`config.mk`:
```
export PLATFORM = sky130hd
export DESIGN_NAME = dacc_control
export DESIGN_NICKNAME = d
export VERILOG_FILES = /design/src/dacc_pkg.sv /design/src/dacc_control.sv
export VERILOG_INCLUDE_DIRS = /design/src
export SDC_FILE = /design/constraint.sdc
export NUM_CORES = 1
export LEC_CHECK = 0
export CAP_MARGIN = 20
export CORE_MARGIN = 2
export CORE_UTILIZATION = 35
export CTS_BUF_LIST = sky130_fd_sc_hd__clkbuf_4
export DETAILED_ROUTE_END_ITERATION = 6
export DONT_BUFFER_PORTS = 1
export PLACE_DENSITY = 0.49
export SYNTH_ARGS = -nofsm -noshare
export SYNTH_HDL_FRONTEND = slang
export SYNTH_SLANG_ARGS = --single-unit
```
`constraint.sdc`:
```
create_clock -name clk_i -period 2.3 [get_ports clk_i]
set_clock_uncertainty 0.15 [all_clocks]
set_input_delay 0.345 -clock clk_i [delete_from_list [all_inputs] [get_ports clk_i]]
set_output_delay 0.345 -clock clk_i [all_outputs]
set_load 0.005 [all_outputs]
```
`src/dacc_consts.svh`:
```
// constants for the converter control block: offsets, fields, resets, timing
`ifndef DACC_CONSTS_SVH
`define DACC_CONSTS_SVH
`define DACC_OFS_CONTROL 4'h0
`define DACC_OFS_CODE 4'h1
`define DACC_IDX_CONTROL 0
`define DACC_IDX_CODE 1
`define DACC_BIT_KEEP_RUN 7
`define DACC_BIT_PIN_BUF 6
`define DACC_BIT_ENABLE 0
`define DACC_CONTROL_MASK 8'hC1
`define DACC_CONTROL_RESET 8'h00
`define DACC_CODE_RESET 8'h00
`define DACC_STARTUP_NS 1000
`define DACC_CLK_PERIOD_NS 10
`define DACC_STARTUP_CYCLES ((`DACC_STARTUP_NS + `DACC_CLK_PERIOD_NS - 1) / `DACC_CLK_PERIOD_NS)
`endif

```
`src/dacc_pkg.sv`:
```
// types shared by the converter control block
package dacc_pkg;
    typedef enum logic [1:0] {
        DACC_OFF,
        DACC_WARMUP,
        DACC_RUN,
        DACC_SLEEP
    } dacc_state_t;
    typedef logic [7:0] dacc_byte_t;
endpackage

```
`src/dacc_control.sv`:
```
// converter control logic with classic wishbone register slave
//
// Implementation choice: the Wishbone slave port.
`timescale 1ns/100ps
`default_nettype none
`include "dacc_consts.svh"

// Overview of operation
// keep running in standby when keep_running_in_standby set and clock present
// without that bit, standby halts conversion, powers down core and buffer
// leaving standby re-powers core, buffer if enabled; wait start-up first
// power-down sleep always disables core and output buffer
// control bit 7 blocks automatic shutdown on standby entry
// control bit 6 turns on output buffer and drives external pin
// control bit 0 enables converter; bits 7,6,0 RW reset zero, offset 0x00
// code register at 0x01 holds 8-bit RW value, reset zero
// while enabled, each code write starts a conversion
// while disabled, code writes do nothing; enabling starts a conversion; here such writes still load the code register
// enabled converter output always offered to comparator and ADC
// control bits 5 to 1 read zero and ignore writes
module dacc_control #(
    parameter int STARTUP_CYCLES = `DACC_STARTUP_CYCLES
) (
    input wire logic clk_i,
    input wire logic rst_i,
    input wire logic cyc_i,
    input wire logic stb_i,
    input wire logic we_i,
    input wire logic [3:0] adr_i,
    input wire logic [3:0] sel_i,
    input wire logic [31:0] dat_i,
    output logic [31:0] dat_o,
    output logic ack_o,
    input wire logic standby_i,
    input wire logic powerdown_i,
    input wire logic clk_present_i,
    output logic core_on_o,
    output logic buffer_on_o,
    output logic internal_out_valid_o,
    output dacc_pkg::dacc_byte_t conv_code_o,
    output logic conv_start_o,
    output dacc_pkg::dacc_state_t state_o
);
    import dacc_pkg::*;

    // the warm-up counter is 16 bits wide
    initial begin
        if (STARTUP_CYCLES < 1 || STARTUP_CYCLES > 65535) begin
            $error("STARTUP_CYCLES out of range");
        end
    end

    // each register answers at its own offset only
    function automatic logic hit(input logic [3:0] adr, input logic [3:0] ofs);
        hit = (adr == ofs);
    endfunction

    dacc_byte_t control_reg, control_next;
    dacc_byte_t code_reg, code_next;
    logic ack_reg, ack_next;
    logic [31:0] rdata_reg, rdata_next;
    dacc_state_t state_reg, state_next;
    logic [15:0] wait_reg, wait_next;
    logic pending_reg, pending_next;
    logic start_reg, start_next;
    dacc_byte_t conv_reg, conv_next;
    logic core_reg, core_next;
    logic buf_reg, buf_next;

    logic take_req;
    logic wr_fire;
    logic enable_bit;
    logic keep_run;
    logic sleep_off;

    assign take_req = cyc_i && stb_i && !ack_reg;
    // writes land at the edge where the master sees ack high, never earlier
    assign wr_fire = cyc_i && stb_i && we_i && sel_i[0] && ack_reg;
    assign enable_bit = control_reg[`DACC_BIT_ENABLE];
    assign keep_run = control_reg[`DACC_BIT_KEEP_RUN];
    // power-down always off; standby off unless kept running
    // a missing clock in standby also stops the converter
    assign sleep_off = powerdown_i || (standby_i && !(keep_run && clk_present_i));

    always_comb begin
        control_next = control_reg;
        code_next = code_reg;
        ack_next = 1'b0;
        rdata_next = 32'h0000_0000;
        pending_next = pending_reg;
        // a start clears the request first, so a write in the same cycle still counts
        if (start_reg) begin
            pending_next = 1'b0;
        end
        // other offsets read as zero
        if (take_req) begin
            ack_next = 1'b1;
            if (hit(adr_i, `DACC_OFS_CONTROL)) begin
                rdata_next = {24'h00_0000, control_reg};
            end else if (hit(adr_i, `DACC_OFS_CODE)) begin
                rdata_next = {24'h00_0000, code_reg};
            end
        end
        if (wr_fire && hit(adr_i, `DACC_OFS_CONTROL)) begin
            // only bits 7, 6 and 0 are stored
            control_next = dat_i[7:0] & `DACC_CONTROL_MASK;
            // enabling starts a conversion
            if (dat_i[`DACC_BIT_ENABLE]) begin
                pending_next = 1'b1;
            end
        end
        if (wr_fire && hit(adr_i, `DACC_OFS_CODE)) begin
            // code register store
            code_next = dat_i[7:0];
            // write while enabled starts conversion
            if (enable_bit) begin
                pending_next = 1'b1;
            end
        end
    end

    always_comb begin
        state_next = state_reg;
        wait_next = wait_reg;
        start_next = 1'b0;
        conv_next = conv_reg;
        case (state_reg)
            DACC_OFF: begin
                // enabling brings the core up
                if (enable_bit && !sleep_off) begin
                    state_next = DACC_WARMUP;
                    wait_next = 16'(STARTUP_CYCLES);
                end
            end
            DACC_WARMUP: begin
                if (!enable_bit) begin
                    state_next = DACC_OFF;
                end else if (sleep_off) begin
                    state_next = DACC_SLEEP;
                    // hold off conversions until start-up has elapsed
                end else if (wait_reg <= 16'h0001) begin
                    state_next = DACC_RUN;
                end else begin
                    wait_next = wait_reg - 16'h0001;
                end
            end
            DACC_RUN: begin
                if (!enable_bit) begin
                    state_next = DACC_OFF;
                end else if (sleep_off) begin
                    // halt and power down
                    state_next = DACC_SLEEP;
                    // launch the pending conversion
                end else if (pending_reg && !start_reg) begin
                    start_next = 1'b1;
                    conv_next = code_reg;
                end
            end
            DACC_SLEEP: begin
                if (!enable_bit) begin
                    state_next = DACC_OFF;
                end else if (!sleep_off) begin
                    // re-power and wait start-up before converting
                    state_next = DACC_WARMUP;
                    wait_next = 16'(STARTUP_CYCLES);
                end
            end
            default: begin
                state_next = DACC_OFF;
            end
        endcase
        // core powered only while warming up or running
        core_next = (state_next == DACC_WARMUP) || (state_next == DACC_RUN);
        // buffer follows core when pin buffer bit set
        buf_next = core_next && control_next[`DACC_BIT_PIN_BUF];
    end

    // register file and bus answer
    always_ff @(posedge clk_i) begin
        if (rst_i) begin
            control_reg <= `DACC_CONTROL_RESET;
            code_reg <= `DACC_CODE_RESET;
            ack_reg <= 1'b0;
            rdata_reg <= 32'h0000_0000;
            pending_reg <= 1'b0;
        end else begin
            control_reg <= control_next;
            code_reg <= code_next;
            ack_reg <= ack_next;
            rdata_reg <= rdata_next;
            pending_reg <= pending_next;
        end
    end

    // conversion and power state
    always_ff @(posedge clk_i) begin
        if (rst_i) begin
            state_reg <= DACC_OFF;
            wait_reg <= 16'h0000;
            start_reg <= 1'b0;
            conv_reg <= `DACC_CODE_RESET;
            core_reg <= 1'b0;
            buf_reg <= 1'b0;
        end else begin
            state_reg <= state_next;
            wait_reg <= wait_next;
            start_reg <= start_next;
            conv_reg <= conv_next;
            core_reg <= core_next;
            buf_reg <= buf_next;
        end
    end

    assign dat_o = rdata_reg;
    assign ack_o = ack_reg;
    assign core_on_o = core_reg;
    assign buffer_on_o = buf_reg;
    // internal path follows core regardless of pin buffer
    assign internal_out_valid_o = core_reg;
    assign conv_code_o = conv_reg;
    assign conv_start_o = start_reg;
    assign state_o = state_reg;
endmodule
`default_nettype wire

```
==> flow_metrics.env <==
export IMPL_insertion_delay_ns=0.37
export IMPL_drv_slew=0
export IMPL_pin_count_of_the_biggest_net_entering_global_routing=28
export IMPL_timing_reg2reg_setup_slack_ns=-0.12
export IMPL_route_detailed_wl_per_inst_um=13.8
export IMPL_clock_sink_count=50
export IMPL_leak_pwr_nw=1.15
export IMPL_async_reset_ff_share_pct=0
export IMPL_first_global_vias=1702
export IMPL_critical_path_origin="wait_reg[0]"
export IMPL_stdcell_area_sq_um=2780
export IMPL_synthMostInstantiatedCell="dfxtp_1"
export IMPL_run_status="finished, violations left"
export IMPL_area_of_combinational_cells_with_multiple_inputs_sq_um=1220
export IMPL_grt_antenna_before_repair=0
export IMPL_critPathKind="register to register"
export IMPL_power_density_nw_per_um2=527
export IMPL_route_detailed_vias_per_inst=4.91
export IMPL_num_vias=1835
export IMPL_layout_filler_cells=652
export IMPL_fp_dieArea_sq_um=7170
export IMPL_layout_worst_path_cycle_share_pct=105
export IMPL_vdd_ir_drop_worst_v=0.000346
export IMPL_postSynthAreaPerCell_sq_um=8.87
export IMPL_post_synth_top_area_cell="dfxtp_1"
export IMPL_rsz0062_at_grt="true"
export IMPL_clk_root_buffer_cell="clkbuf_4"
export IMPL_postSynth_topFlopCell="dfxtp_1"
export IMPL_initial_core_util_pct=36.1
export IMPL_clock_path_buffers=2
export IMPL_dr_first_iter_drc_count=60
export IMPL_synth_seq_area_share_pct=43.9
export IMPL_area_of_the_core_sq_um=6310
export IMPL_grt_total_usage_pct=14.7
export IMPL_overflow=0
export IMPL_netlist_instances=257
export IMPL_synth_top_cells_by_area="dfxtp_1 (44%), buf_4 (8.2%), mux2i_1 (6.1%)"
export IMPL_routed_wl_um=5170
export IMPL_violations_in_the_final_reports="negative setup slack"
export IMPL_worst_setup_path_endpoint="wait_reg[13]"
export IMPL_detailed_place_area_sq_um=2420
export IMPL_worst_slew_slack_as_a_fraction_of_its_limit_pct=33.8
export IMPL_nets=346
export IMPL_post_layout_nonfiller_instances=374
export IMPL_area_growth_synth_to_final_pct=22.0
export IMPL_die_h_um=84.7
export IMPL_cts_clk_slew_worst_paths_ns=0.16
export IMPL_antennaDiodeCount=0
export IMPL_cts_inserted_buffers=5
export IMPL_wire_length_of_the_first_global_routing_pass_um=8450
export IMPL_fin_crit_ns=2.42
export IMPL_final_hold_viol_count=0
export IMPL_worst_slew_pin_transition_ns=0.990
export IMPL_cts_htree_levels=2
export IMPL_crit_path_max_fanout=2
export IMPL_hold_path_depth=2
export IMPL_yosys_cell_types_count=46
export IMPL_endpoint_kind="register"
export IMPL_synth_enable_flop_cells=0
export IMPL_holdCritPathClass="primary input to register"
export IMPL_detail_route_antenna_nets=0
export IMPL_critPathRequiredTime_ns=2.48
export IMPL_synth_commonest_cells="dfxtp_1 (50), nor2_1 (29), nand2_1 (28)"
export IMPL_synth_area_sq_um=2280
export IMPL_ys_ff_latch=50
export IMPL_largest_register_ff_count=16
export IMPL_critical_path_reg2reg_endpoint="wait_reg[13]"
export IMPL_dp_hpwl_um=3590
export IMPL_timing_critical_path_from_type="register"
export IMPL_critical_path_arrival_ns=2.59
export IMPL_reg2regPathDepth=5
export IMPL_remaining_drc_errors=0
export IMPL_drv_max_cap_violation_count=0
export IMPL_setup_violations_final=1
export IMPL_synth_top_cell_area_share_pct=43.9
export IMPL_ff_latch_area_sq_um=1010
export IMPL_placedCellCount=348
export IMPL_io_pins=95
export IMPL_layout_drive_gt1_share_pct=20.2
export IMPL_gp_congestion=0.800
export IMPL_placement_rows=29
export IMPL_regToRegStartpoint="wait_reg[0]"
export IMPL_floorplan_die_width_um=84.7
export IMPL_fin_ws_ns=-0.115
export IMPL_tritoncts="built"
export IMPL_timing_fmax_mhz=414
export IMPL_place_port_buffers=0
export IMPL_dr_pass1_iters=4
export IMPL_synth_yosys_warnings=0
-- how the worst min path moves through the flow --
stage                     start              to  slack [ns]
floorplan           code_reg[1]     code_reg[1]        0.29
global placement          rst_i     code_reg[5]        0.27
detailed placement        rst_i     wait_reg[1]        0.27
CTS                    dat_i[6]  control_reg[6]       0.008
global route              rst_i      state_o[1]        0.07
finish              powerdown_i       core_on_o        0.07
-- area by class of cell --
| cell class | instances | area share [%] |
|---|---|---|
| multi-input combinational | 193 | 43.8 |
| tap | 77 | 3.47 |
| clock buffer | 5 | 1.35 |
| clock inverter | 3 | 1.76 |
| sequential | 50 | 36.2 |
| inverter | 4 | 0.540 |
| timing repair buffer | 42 | 12.9 |
-- cell families (layout without fill, tap and decap cells) --
logic type,count (synthesis),in the layout,synth area share (%)
and+or+nand+nor,112,112,26.0
other,1,24,0.164
xor gates and xnor gates,7,7,2.69
buffers and inverters,37,54,10.3
AOI/OAI and AO/OA,33,33,9.22
DFF,50,50,43.9
muxes,15,15,6.64
adders and majority gates,2,2,1.10
-- per-stage QoR --
step / power (mW) / TNS (ns) / utilization [%] / hold WS (ns) / setup WS, ns
floorplan: 0.944 / -0.0569 / - / 0.290 / -0.0569
global placement: 0.912 / -0.221 / 38.4 / 0.269 / -0.127
detailed placement: 0.912 / -0.224 / 38.4 / 0.271 / -0.114
CTS: 1.49 / -0.176 / 42.3 / 0.00762 / -0.124
global route: 1.52 / -0.237 / 44.0 / 0.0654 / -0.179
finish: 1.46 / -0.115 / 44.0 / 0.0665 / -0.115
-- metal layers --
metal  track usage (%)  part of all wire, %
met1              19.7                   46
met2              23.0                   47
met3              3.93                  4.9
met4              4.91                  1.5
met5                 0                    0
-- worst max-delay path, stage by stage, from the launching register on --
cell and delay [ns]:
dfxtp_2 0.35, or4_4 0.54, or4_4 0.44, or4_4 0.43
or4_1 0.40, nand2_1 0.07
-- where the power goes --
part	switching, mW	leakage (nW)	internal, mW
clock	0.307	0.0433	0.236
sequential	0.000707	0.405	0.867
combinational	0.0314	0.703	0.0220
-- cells in the final DEF, fill, tap and decap left out, types with 3 or more instances in the layout --
cell	netlist	final
dfxtp_1	50	46
nor2_1	29	28
nand2_1	28	28
buf_4	25	26
conb_1	1	24
mux2i_1	14	14
a21oi_1	14	14
dlygate4sd3_1	0	14
nor3_1	7	7
and2_1	7	6
or4_4	1	5
nand3_1	5	5
xor2_1	5	5
clkbuf_4	0	5
and3_1	4	4
nand2b_1	4	4
o211ai_1	4	4
dfxtp_2	0	4
or3_1	3	3
or4_1	7	3
or4b_1	4	3
a31oi_1	3	3
-- timing repair --
action | in CTS | in global routing
gates resized for setup | 6 | 20
buffers inserted | 0 | 4
hold buffers | 13 | 1
endpoints found under the hold margin | 30 | 1
pin swaps | 0 | 4
setup endpoints to repair | 6 | 11
Note: power is estimated with default switching activity, not from simulation.
